### src/rtl/gcm_pkg.sv
// Constants shared by the general configuration and mask register block
package gcm_pkg;
  // Serial command code of the configuration byte
  localparam logic [7:0] CMD_GENERAL_MASK = 8'h17;
  // Command codes of the priority registers the shutdown logic follows
  localparam logic [7:0] CMD_PRIO_1BIT = 8'h15;
  localparam logic [7:0] CMD_PRIO_3BIT_LO = 8'h27;
  localparam logic [7:0] CMD_PRIO_3BIT_HI = 8'h28;
  // Value after reset: interrupt pin enabled, all else clear
  localparam logic [7:0] GMASK_RESET = 8'h80;
  // Field positions inside the configuration byte
  localparam int IRQ_EN_BIT = 7;
  localparam int ACC_WIDTH_BIT = 5;
  localparam int MULTI_PRIO_BIT = 4;
  localparam int CLASS_CHG_BIT = 3;
  localparam int DETECT_CHG_BIT = 2;
  // Channel count and result width per channel
  localparam int NUM_CH = 8;
  localparam int RES_W = 4;
  localparam int PRIO_W = 3;
  // Fast shutdown idle time before priority mode change
  localparam int OSS_IDLE_US = 200;
  localparam int MCLK_MHZ = 50;
  localparam int OSS_IDLE_CYC = OSS_IDLE_US * MCLK_MHZ;
  localparam int OSS_CNT_W = 16;
endpackage

### src/rtl/hist_if.sv
// Carrier between the top and the result history store
interface hist_if;
  import gcm_pkg::*;
  logic [NUM_CH-1:0] done; // One-cycle end-of-cycle strobe per channel
  logic [NUM_CH*RES_W-1:0] result; // Result per channel, valid with done
  logic change_only; // Report only changed results
  logic [NUM_CH-1:0] set_flag; // Registered event-set pulses
  modport src (output done, output result, output change_only, input set_flag);
  modport store (input done, input result, input change_only, output set_flag);
endinterface

### src/rtl/result_history.sv
// Per-channel previous-result store and event-set pulse generator
module result_history
  import gcm_pkg::*;
(
  input wire logic mclk, // System clock
  input wire logic rst_n, // Synchronised reset, active low
  hist_if.store h // Strobes, results and event pulses
);
  logic [RES_W-1:0] prev_ff [NUM_CH]; // Last result seen per channel
  logic [RES_W-1:0] nxt_prev [NUM_CH];
  logic [NUM_CH-1:0] seen_ff; // A result was stored since reset
  logic [NUM_CH-1:0] nxt_seen;
  logic [NUM_CH-1:0] flag_ff; // Event-set pulses
  logic [NUM_CH-1:0] nxt_flag;

  // Decide whether a finished cycle raises its event
  function automatic logic event_hit(input logic chg_only, input logic seen,
                                     input logic [RES_W-1:0] prev,
                                     input logic [RES_W-1:0] res);
    // The first result after reset always counts as a change
    event_hit = !chg_only || !seen || (prev != res);
  endfunction

  // Next values for history and pulses
  always_comb
  begin
    for (int i = 0; i < NUM_CH; i++)
    begin
      nxt_prev[i] = prev_ff[i];
      nxt_seen[i] = seen_ff[i];
      nxt_flag[i] = 1'b0;
      if (h.done[i])
      begin
        nxt_flag[i] = event_hit(h.change_only, seen_ff[i], prev_ff[i],
                                h.result[i*RES_W +: RES_W]);
        nxt_prev[i] = h.result[i*RES_W +: RES_W];
        nxt_seen[i] = 1'b1;
      end
    end
  end

  // Registers only
  always_ff @(posedge mclk or negedge rst_n)
  begin
    if (!rst_n)
    begin
      for (int i = 0; i < NUM_CH; i++)
      begin
        prev_ff[i] <= '0;
      end
      seen_ff <= '0;
      flag_ff <= '0;
    end
    else
    begin
      prev_ff <= nxt_prev;
      seen_ff <= nxt_seen;
      flag_ff <= nxt_flag;
    end
  end

  assign h.set_flag = flag_ff;
endmodule

### src/rtl/general_mask_config.sv
// General configuration and mask register with the logic it steers
// Behaviour
// - Command 17h reads and writes one byte
// - Enable clear keeps interrupt pin inactive
// - Enable set lets unmasked flags drive pin
// - Enable bit never touches event flags
// - Width bit set: 16-bit, one address
// - Width bit clear: two 8-bit addresses
// - Priority bit set: 3-bit from 27h/28h
// - Priority bit clear: 1-bit from 15h
// - Class change-only: flag on differing result
// - Class otherwise: flag every classification cycle
// - Detect change-only: flag on differing result
// - Detect otherwise: flag every detection cycle
module general_mask_config
  import gcm_pkg::*;
#(
  parameter int OSS_IDLE_CYCLES = OSS_IDLE_CYC // Idle cycles before priority change
)
(
  input wire logic mclk, // System clock, 50 MHz
  input wire logic reset_n, // Asynchronous reset, active low
  input wire logic cmd_valid, // Serial command strobe, one cycle
  input wire logic cmd_write, // 1 write, 0 read
  input wire logic [7:0] cmd_code, // Command code
  input wire logic [7:0] cmd_wdata, // Write data byte
  output logic [7:0] cmd_rdata, // Read data byte
  output logic cmd_rvalid, // Read data valid, one cycle
  output logic [7:0] config_byte, // Stored configuration byte
  input wire logic [7:0] int_flags, // Interrupt register bits
  input wire logic [7:0] int_mask, // Interrupt mask, 1 = unmasked
  output logic irq_n, // Interrupt pin, active low
  input wire logic addr_select_lsb, // Address select strap
  input wire logic [6:0] slave_base_addr, // Programmed serial base address
  input wire logic addr_probe, // Received address strobe
  input wire logic [6:0] addr_probe_value, // Received serial address
  output logic addr_hit, // Address answered
  output logic addr_group_high, // Hit belongs to channels 5-8
  output logic access_width_select, // 1 = 16-bit access
  output logic multi_level_priority_select, // 1 = 3-bit priority
  input wire logic [7:0] prio_1bit_bits, // Priority bits of register 15h
  input wire logic [23:0] prio_3bit_levels, // Levels of registers 27h/28h
  output logic [23:0] shutdown_priority, // Applied level per channel
  input wire logic [7:0] class_done, // Classification cycle finished
  input wire logic [31:0] class_result, // Class result per channel
  input wire logic [7:0] detect_done, // Detection cycle finished
  input wire logic [31:0] detect_result, // Detection result per channel
  output logic [7:0] class_event_flag, // Class event set pulses
  output logic [7:0] detect_event_flag, // Detect event set pulses
  input wire logic fast_shutdown_input, // Shutdown bit-stream pin
  output logic fast_shutdown_idle_ok // Pin idle long enough
);
  logic rst_s1_ff; // Reset release stage one
  logic rst_n_sync; // Reset release stage two, used everywhere
  logic [7:0] cfg_ff; // The configuration byte
  logic [7:0] nxt_cfg;
  logic [7:0] rdata_ff; // Read data register
  logic [7:0] nxt_rdata;
  logic rvalid_ff; // Read answer pulse
  logic nxt_rvalid;
  logic irq_n_ff; // Interrupt pin register
  logic nxt_irq_n;
  logic hit_ff; // Address match register
  logic nxt_hit;
  logic group_ff; // Upper channel group register
  logic nxt_group;
  logic [23:0] prio_ff; // Applied priority levels
  logic [23:0] nxt_prio;
  logic oss_s1_ff; // Shutdown pin sync stage one
  logic oss_s2_ff; // Shutdown pin sync stage two
  logic [OSS_CNT_W-1:0] idle_cnt_ff; // Low time of the shutdown pin
  logic [OSS_CNT_W-1:0] nxt_idle_cnt;
  logic idle_ok_ff; // Idle time reached
  logic nxt_idle_ok;
  logic strap_ff; // Address strap caught after reset release
  logic nxt_strap;
  logic cmd_hit; // Command addresses this register

  localparam logic [OSS_CNT_W-1:0] IDLE_LIMIT = OSS_CNT_W'(OSS_IDLE_CYCLES);

  // Reset release: asserts at once, leaves after two edges
  always_ff @(posedge mclk or negedge reset_n)
  begin
    if (!reset_n)
    begin
      rst_s1_ff <= 1'b0;
      rst_n_sync <= 1'b0;
    end
    else
    begin
      rst_s1_ff <= 1'b1;
      rst_n_sync <= rst_s1_ff;
    end
  end

  // Shutdown pin comes from outside the clock domain
  always_ff @(posedge mclk or negedge rst_n_sync)
  begin
    if (!rst_n_sync)
    begin
      oss_s1_ff <= 1'b0;
      oss_s2_ff <= 1'b0;
    end
    else
    begin
      oss_s1_ff <= fast_shutdown_input;
      oss_s2_ff <= oss_s1_ff;
    end
  end

  assign cmd_hit = cmd_valid && (cmd_code == CMD_GENERAL_MASK);

  // Register access and the read answer
  always_comb
  begin
    nxt_cfg = cfg_ff;
    nxt_rdata = rdata_ff;
    nxt_rvalid = 1'b0;
    if (cmd_hit && cmd_write)
    begin
      nxt_cfg = cmd_wdata;
    end
    else if (cmd_hit)
    begin
      // Reads return the whole byte, spare bits included
      nxt_rdata = cfg_ff;
      nxt_rvalid = 1'b1;
    end
  end

  // Interrupt pin gating; the event path does not see this bit
  always_comb
  begin
    nxt_irq_n = !(cfg_ff[IRQ_EN_BIT] && |(int_flags & int_mask));
  end

  // Serial address answer; strap caught by a clocked process
  always_comb
  begin
    nxt_strap = addr_select_lsb;
    nxt_hit = 1'b0;
    nxt_group = 1'b0;
    if (addr_probe)
    begin
      if (cfg_ff[ACC_WIDTH_BIT])
      begin
        nxt_hit = (addr_probe_value == {slave_base_addr[6:1], 1'b0});
        nxt_group = 1'b0;
      end
      else
      begin
        nxt_hit = (addr_probe_value[6:1] == slave_base_addr[6:1]);
        nxt_group = addr_probe_value[0];
      end
    end
  end

  // Applied shutdown priority per channel
  always_comb
  begin
    nxt_prio = '0;
    if (cfg_ff[MULTI_PRIO_BIT])
    begin
      nxt_prio = prio_3bit_levels;
    end
    else
    begin
      for (int i = 0; i < NUM_CH; i++)
      begin
        nxt_prio[i*PRIO_W +: PRIO_W] = {2'b00, prio_1bit_bits[i]};
      end
    end
  end

  // Idle-time watch of the shutdown pin; advisory only, the host must keep it
  always_comb
  begin
    nxt_idle_cnt = idle_cnt_ff;
    if (oss_s2_ff)
    begin
      nxt_idle_cnt = '0;
    end
    else if (idle_cnt_ff != IDLE_LIMIT)
    begin
      nxt_idle_cnt = idle_cnt_ff + 1'b1;
    end
    nxt_idle_ok = (nxt_idle_cnt == IDLE_LIMIT);
  end

  // All other block registers, apart from the reset and shutdown pin synchronisers and the event history stores
  always_ff @(posedge mclk or negedge rst_n_sync)
  begin
    if (!rst_n_sync)
    begin
      cfg_ff <= GMASK_RESET;
      rdata_ff <= 8'h00;
      rvalid_ff <= 1'b0;
      irq_n_ff <= 1'b1;
      hit_ff <= 1'b0;
      group_ff <= 1'b0;
      prio_ff <= '0;
      idle_cnt_ff <= '0;
      idle_ok_ff <= 1'b0;
      strap_ff <= 1'b0;
    end
    else
    begin
      cfg_ff <= nxt_cfg;
      rdata_ff <= nxt_rdata;
      rvalid_ff <= nxt_rvalid;
      irq_n_ff <= nxt_irq_n;
      hit_ff <= nxt_hit;
      group_ff <= nxt_group;
      prio_ff <= nxt_prio;
      idle_cnt_ff <= nxt_idle_cnt;
      idle_ok_ff <= nxt_idle_ok;
      strap_ff <= nxt_strap;
    end
  end

  // Event history for classification and detection
  hist_if cls_if ();
  hist_if det_if ();

  assign cls_if.done = class_done;
  assign cls_if.result = class_result;
  assign cls_if.change_only = cfg_ff[CLASS_CHG_BIT];
  assign det_if.done = detect_done;
  assign det_if.result = detect_result;
  assign det_if.change_only = cfg_ff[DETECT_CHG_BIT];

  result_history u_cls_hist (
    .mclk (mclk),
    .rst_n (rst_n_sync),
    .h (cls_if.store)
  );

  result_history u_det_hist (
    .mclk (mclk),
    .rst_n (rst_n_sync),
    .h (det_if.store)
  );

  // Outputs, each straight from a register
  assign cmd_rdata = rdata_ff;
  assign cmd_rvalid = rvalid_ff;
  assign config_byte = cfg_ff;
  assign irq_n = irq_n_ff;
  assign addr_hit = hit_ff;
  assign addr_group_high = group_ff;
  assign access_width_select = cfg_ff[ACC_WIDTH_BIT];
  assign multi_level_priority_select = cfg_ff[MULTI_PRIO_BIT];
  assign shutdown_priority = prio_ff;
  assign class_event_flag = cls_if.set_flag;
  assign detect_event_flag = det_if.set_flag;
  assign fast_shutdown_idle_ok = idle_ok_ff;
endmodule

### config.mk
export PLATFORM = sky130hd
export DESIGN_NAME = general_mask_config
export DESIGN_NICKNAME = d
export VERILOG_FILES = /design/src/rtl/gcm_pkg.sv /design/src/rtl/hist_if.sv /design/src/rtl/result_history.sv /design/src/rtl/general_mask_config.sv
export SDC_FILE = /design/constraint.sdc
export NUM_CORES = 1
export LEC_CHECK = 0
export BUFFER_PORTS_ARGS = -buffer_cell sky130_fd_sc_hd__clkbuf_2
export CAP_MARGIN = 10
export CORE_ASPECT_RATIO = 0.7
export CORE_MARGIN = 1
export CORE_UTILIZATION = 55
export DETAILED_ROUTE_END_ITERATION = 16
export PLACE_DENSITY = 0.86
export SLEW_MARGIN = 5
export SYNTH_ARGS = -nofsm -noshare
export SYNTH_HDL_FRONTEND = slang
export SYNTH_HIERARCHICAL = 1
export SYNTH_SLANG_ARGS = --single-unit
export TNS_END_PERCENT = 100
### constraint.sdc
create_clock -name mclk -period 8.8 [get_ports mclk]
set_input_delay 2.2 -clock mclk [delete_from_list [all_inputs] [get_ports mclk]]
set_output_delay 2.2 -clock mclk [all_outputs]
set_load 0.05 [all_outputs]
### Yosys cells after proc, flatten, opt, wreduce, memory -nomap -nowiden

Cells that the tools add are included.
Widths: inputs -> output; s select.

| word-level totals | value |
|---|---|
| register bits after elaboration | 161 |
| word-level logic and storage cells | 152 |
| bits of input ports | 165 |
| output and inout bits | 63 |

| operators by class | value |
|---|---|
| bitwise gates (word level) | 2 |
| mux-type cells | 25 |
| add/subtract/negate cells | 1 |
| equal/unequal tests | 21 |
| reductions and logical operators | 56 |

Operator list:

| kind | number |
|---|---|
| $ne 4x4->1 | 16 |
| $logic_or 1x1->1 | 32 |
| $mux 16 | 2 |
| $mux 24 | 1 |
| $mux 1 | 22 |
| $logic_not 1->1 | 19 |
| $add 16x1->16 const B | 1 |
| $eq 16x14->1 const B | 1 |
| $ne 16x14->1 const B | 1 |
| $and 8x8->8 | 1 |
| $eq 8x5->1 const B | 1 |
| $reduce_or 8->1 | 1 |
| $eq 7x7->1 | 1 |
| $eq 6x6->1 | 1 |
| $logic_and 1x1->1 | 3 |
| $reduce_and 2->1 | 1 |
| $not 1->1 | 1 |

### Longest topological paths before layout

Gate-level depths: netlist (run 1).

| depth | value |
|---|---|
| depth in word-level cells | 5 |
| depth in mapped cells | 7 |

### Modules after synthesis

Netlist (run 1), hierarchy kept.

Modules (own cells, without submodules):

| module | instances | area an instance (um2) | cells an instance |
|---|---|---|---|
| result_history | 2 | 2026.9 | 137 |
| general_mask_config | 1 | 2839.0 | 231 |

### Worst setup path before layout (run 1)

Ideal clock, no wire load.

| timing | value |
|---|---|
| path kind | input -> register |
| start point | input cmd_code[5] |
| end point | register rdata_ff[5] (netlist: cmd_rdata[5]) |
| setup time | 0.125 ns |
| path buffers | 1 |
| arrival time | 3.272 ns |
| required time | 8.675 ns |
| stages on the path | 5 |
| path slack | 5.403 ns |
| cell sequence | nor4bb_1 > and4b_1 > nor2b_1 > buf_2 > mux2_2 |

| between the ends | value |
|---|---|
| cells in the longest elaborated chain, start to end | 5 |

Ends and longest elaborated chain:

| what | line | source |
|---|---|---|
| start: declaration | general_mask_config.sv:25 | `input wire logic [7:0] cmd_code,` |
| $eq 8x5->1 * | general_mask_config.sv:111 | `assign cmd_hit = cmd_valid && (cmd_code == CMD_GENERAL_MASK);` |
| $logic_and 1x1->1 * | general_mask_config.sv:111 |  |
| $logic_and 1x1->1 | general_mask_config.sv:119 | `if (cmd_hit && cmd_write)` |
| $not 1->1 (no source line) | n/a |  |
| $reduce_and 2->1 (no source line) * | n/a |  |
| end signal: assignment | general_mask_config.sv:209 | `rdata_ff <= nxt_rdata;` |
| end: declaration | general_mask_config.sv:57 | `logic [7:0] rdata_ff;` |

Every way passes the cells marked *; elsewhere a longest branch is shown, timed or not.
A chain may end at the register's enable or synchronous reset.

### Final worst setup path (run 1)

| timing | value |
|---|---|
| start point | register cfg_ff[4] (netlist: config_byte[4]) |
| end point | output config_byte[4] |

RTL lines:

| what | line | source |
|---|---|---|
| start: declaration | general_mask_config.sv:55 | `logic [7:0] cfg_ff;` |
| start signal: assignment | general_mask_config.sv:208 | `cfg_ff <= nxt_cfg;` |
| end: declaration | general_mask_config.sv:29 | `output logic [7:0] config_byte,` |

No word-level cell between the ends.

==> results of run 1 <==
-- worst paths after layout --
kind	slack (ps)	depth (start not counted)	endpoint
min	350	0	oss_s2_ff$_DFF_PN0_
max reg2reg	6690	7	fast_shutdown_idle_ok$_DFF_PN0_
min in group asynchronous	440	0	u_det_hist/prev_ff[7]$_DFFE_PN0P_
min reg2reg	350	0	oss_s2_ff$_DFF_PN0_
max in group asynchronous	6720	1	u_det_hist/seen_ff[1]$_DFFE_PN0P_
max	4920	1	config_byte[4]
-- sequential cells by signal, summed over array words and instances, names as in the netlist, 16 cells and up --
register            cells
idle_cnt_ff            16
shutdown_priority      24
u_cls_hist/prev_ff     32
u_det_hist/prev_ff     32
-- cells in the final DEF, fill, tap and decap left out, drive strengths merged --
cell type,netlist,final
dfrtp,159,159
and3,2,2
mux2i,1,1
conb,1,1
o41a,16,16
and2b,2,2
clkinv,0,5
inv,4,9
mux2,89,89
nor4bb,2,2
ha,2,2
nor4,5,5
and4,1,1
nand4,7,7
nor3,2,2
or3,1,1
a22oi,4,4
a21boi,1,1
nor2b,4,4
a31oi,1,1
bufinv,0,2
nand2b,2,2
and4b,2,2
nor2,18,18
nor3b,1,1
xnor2,26,26
nand3b,2,2
a21oi,6,6
or2,16,16
nand2,10,10
buf,10,1
nand3,24,24
dfstp,2,2
clkinvlp,0,1
xor2,57,57
clkbuf,5,244
a32oi,1,1
and2,16,16
o21ai,3,3
-- stage by stage --
stage / hold WS (ps) / utilization
6_report: 347.6 / 0.7282
5_1_grt: 358.7 / 0.7282
4_1_cts: 348.6 / 0.7282
3_5_place_dp: 334.7 / 0.6794
3_3_place_gp: 331.2 / 0.6794
2_1_floorplan: 331.2 / -
-- per-layer routing --
layer / GRT usage / routed length (um) / vias up
li1: - / - / 2219
met4: 0.05712 / 158 / 0
met1: 0.2800 / 6082 / 2304
met2: 0.4107 / 7683 / 145
met5: 0 / 0 / -
met3: 0.09623 / 1007 / 16
-- cell usage after synthesis, types with 5 or more instances --
cell type	count	share of area
o41a_1	16	0.026
nand3_1	24	0.017
xnor2_1	26	0.033
xor2_1	57	0.072
nand2_1	10	0.0054
buf_4	5	0.0054
or2_2	16	0.015
dfrtp_1	159	0.58
mux2_2	88	0.14
a21oi_1	6	0.0044
nor2_1	18	0.0098
and2_1	16	0.015
-- report_power, final --
part	total, mW	switching (mW)	internal (mW)
combinational	0.183	0.0953	0.0881
clock	0.719	0.295	0.424
sequential	0.815	0.0345	0.780
-- cells by family after synthesis --
logic type,after synthesis,share of synthesized area
other cells,1,0.0005440
fa+ha+maj,2,0.003630
buf+inv,19,0.01543
xor+xnor,83,0.1055
mux,90,0.1474
flops,161,0.5849
simple gates,117,0.1024
compound gates,32,0.04030
-- layout make-up --
type	count	area (um2)
Inverter	4	15.01
Multi-Input combinational cell	325	2755
Timing Repair Buffer	226	1134
Clock inverter	13	151.4
Tap cell	157	196.4
Fill cell	808	3254
Sequential cell	161	4035
Clock buffer	19	432.9
==> flow_summary.toml, run 1 <==
[run_status]
status = "finished, final reports clean"

[hold_path]
min_from = "oss_s1_ff$_DFF_PN0_"
hp-class = "reg -> reg"

[setup_path]
arrival_ps = 1680
critPathTopFamily = "flip-flops"
rr_startpoint = "idle_cnt_ff[0]$_DFF_PN0_"
startpoint_type = "register"
worst-path-buf-inv = 1
cp_max_fo = 28
path_cells = "clkbuf_2"
cp-end-kind = "primary output"
setup.worst_path.class = "reg -> out"
critPathMaxStageDelay_ps = 860
cp.required_ps = 6600
cp-startpoint = "config_byte[4]$_DFFE_PN0P_"
slowest_stage = "dfrtp_1"

[synth]
async_flop_share = 1.000
syn-num-nets = 672
ys_ff_latch = 161
synthDistinctLibCells = 46
yosys_warnings = 6
ys_seq_area_frac = 0.5849
synth_ff_type = "dfrtp_1"
synth_edf_count = 0
postSynthAreaPerCell_um2 = 13.65
syn_area_mm2 = 0.006893
syn-instance-count = 505

[detailed_routing]
detail_route.first_pass.iterations = 4
drt_iter0_markers = 217
detail_route.vias_per_cell = 5.176
drt_wl_total_um = 14930
vias = 4684
detail-route-antenna-nets = 0
drc = 0
wl_per_cell_um = 16.50

[global_route]
grt.total_usage = 0.2386
antenna_found_initial = 0
grt_pass1_wl_um = 23260
grt_max_degree = 91
grt-ovfl-total = 0
grt_pass1_vias = 4838

[final_layout]
postLayoutCellArea_mm2 = 0.008720
nNetsFinal = 902
syn_to_final_growth_pct = 26.50
layout.cells.non_filler = 905
diodes = 0
drive_gt1_frac = 0.4973

[power_and_ir_drop]
powerDensity_mw_per_mm2 = 196.9
ir_drop_v = 0.0001356
p_total_mw = 1.717
leakagePower_nw = 4.145

[sta]
max_freq_mhz = 258.0
hold_viol_final = 0
finalWorstSetupSlack_ps = 4925
tightest_slew_ps = 1090
min_period_ps = 3875
setup_viol = 0
relSlewSlack = 0.2734
rsz0062_at_grt = "false"
clock_skew_ps = 10.97
slew_viol_final = 0
fin_crit_sh = 0.4404
finalSetupTns_ps = 0

[floorplan]
initial_core_util = 0.5757
die_y_um = 95.67
dieArea_mm2 = 0.01299
pin_count = 228
rows = 33
fp.dieW_um = 135.8
core_region_area_mm2 = 0.01197

[clock_tree]
cts_root_buf = "clkbuf_16"
post-cts-setup-buffer-count = 0
numClockSinks = 161
clk_latency_ps = 410
clock_path_buffers = 2
cts_resized = 0
cts_tree = "built"
clkTransAtPathRegs_ps = 60
cts_buffers = 17
cts_max_level = 4
holdBufCountCts = 0

[placed_design]
preCtsSetupSlack_ps = 4822
placed_cells = 873
globalplace.congestion = 0.8302
dpl_cell_area_mm2 = 0.008135
place_hpwl_um = 11200
io_buffers = 225

[job]
max-cap-violations = 0
Power figures use the tool's default switching activity.
==> run 2: changes to the inputs <==
- CORE_UTILIZATION: 55 -> 51
- PLACE_DENSITY: 0.86 -> 0.81
- clock period: 8.8 -> 3.6 ns (I/O delays scaled with it)
==> flow_summary.toml, run 2 (synthesis gave the netlist of run 1 again) <==
[setup_path]
path_cells = "buf_4 > clkbuf_2"
slowest_stage = "dfrtp_1"
r2r-end = "fast_shutdown_idle_ok$_DFF_PN0_"
rrSetupSlack_ps = 1380
setup.worst_path.class = "reg -> out"
cp-end-kind = "primary output"
cp_max_fo = 16
ff2ff_path_depth = 7
startpoint_type = "register"
arrival_ps = 1580
critPathMaxStageDelay_ps = 590
rr_startpoint = "idle_cnt_ff[0]$_DFF_PN0_"
cp.required_ps = 2700

[floorplan]
die_y_um = 99.27
initial_core_util = 0.5229
pin_count = 228
core_region_area_mm2 = 0.01318
dieArea_mm2 = 0.01399
rows = 35
fp.dieW_um = 141.0

[clock_tree]
numClockSinks = 161
clock_path_buffers = 2
cts_resized = 0
cts_tree = "built"
cts_max_level = 4
post-cts-setup-buffer-count = 0
cts_root_buf = "clkbuf_16"
clk_latency_ps = 410
holdBufCountCts = 0
clkTransAtPathRegs_ps = 60
cts_buffers = 17

[detailed_routing]
drt_wl_total_um = 14250
vias = 4630
detail_route.vias_per_cell = 4.952
drc = 0
detail-route-antenna-nets = 0
detail_route.first_pass.iterations = 6
wl_per_cell_um = 15.24
drt_iter0_markers = 164

[final_layout]
layout_commonest_cell = "clkbuf_2"
syn_to_final_growth_pct = 27.21
multi_input_area_mm2 = 0.002755
seqCellArea_mm2 = 0.004035
utilization = 0.6652
drive_gt1_frac = 0.5000
postLayoutCellArea_mm2 = 0.008768
final_cell_mix = "clkbuf_2 (225), dfrtp_1 (158), mux2_2 (88)"
diodes = 0
fill_cells = 997
nNetsFinal = 904

[placed_design]
io_buffers = 225
dpl_cell_area_mm2 = 0.008198
place_hpwl_um = 10820
globalplace.congestion = 0.8432

[global_route]
grt_pass1_vias = 4883
grt_pass1_wl_um = 23200
antenna_found_initial = 0
grt.total_usage = 0.2137
grt_max_degree = 72
grt-ovfl-total = 0

[sta]
rsz0062_at_grt = "false"
whs_ps = 260.7
relSlewSlack = 0.5030
min_period_ps = 2477
fin_crit_sh = 0.6879
finalSetupTns_ps = 0
clock_skew_ps = 10.58
max_freq_mhz = 403.8
tightest_slew_ps = 744.0
slew_viol_final = 0
setup_viol = 0
hold_viol_final = 0

[hold_path]
hp-class = "in -> async"

[job]
max-cap-violations = 0

[power_and_ir_drop]
leakagePower_nw = 4.141
ir_drop_v = 0.0003545
powerDensity_mw_per_mm2 = 473.7

[run_status]
status = "finished, final reports clean"
[run 2: worst max-delay path: cells and delay by family, from the launching register on]
| family | cells | cell delay, ps |
|---|---|---|
| DFF | 1 | 590 |
| buffers and inverters | 2 | 580 |
[run 2: worst max-delay path by stage]
stage	startpoint	endpoint	slack [ps]	cells past startpoint
floorplan	rst_n_sync$_DFF_PN0_	addr_group_high$_DFF_PN0_	940	0
global placement	cmd_code[5]	cmd_rdata[1]$_DFFE_PN0P_	990	5
detailed placement	cmd_code[5]	cmd_rdata[5]$_DFFE_PN0P_	940	5
CTS	config_byte[4]$_DFFE_PN0P_	config_byte[4]	1080	2
global route	config_byte[4]$_DFFE_PN0P_	multi_level_priority_select	1020	2
finish	config_byte[4]$_DFFE_PN0P_	config_byte[4]	1120	2
[run 2: layer usage]
metal,GRT usage,share of wire
met3,0.06740,0.065
met1,0.2599,0.41
met2,0.3590,0.50
met4,0.08110,0.022
met5,0,0
[run 2: cell type report]
class	instances	area share
clock buffers	19	0.05051
well taps	185	0.02640
clock inverters	13	0.01455
inverters	4	0.001712
flip-flops and latches	161	0.4602
repair buffers	228	0.1324
multi-input cells	325	0.3142
[run 2: stage by stage]
step | setup WS, ps | total power [mW] | instances
3_5_place_dp | 936.7 | 2.474 | 903
3_3_place_gp | 986.5 | 2.444 | 903
4_1_cts | 1079 | 4.202 | 935
6_report | 1123 | 4.154 | 935
2_1_floorplan | 936.9 | 2.282 | 505
5_1_grt | 1016 | 4.329 | 935
[run 2: report_power, final]
part | leakage [nW] | internal, mW | switching [mW] | total [mW]
Combinational | 1.93 | 0.218 | 0.234 | 0.452
Clock | 0.265 | 0.982 | 0.736 | 1.72
Sequential | 1.94 | 1.91 | 0.0768 | 1.98
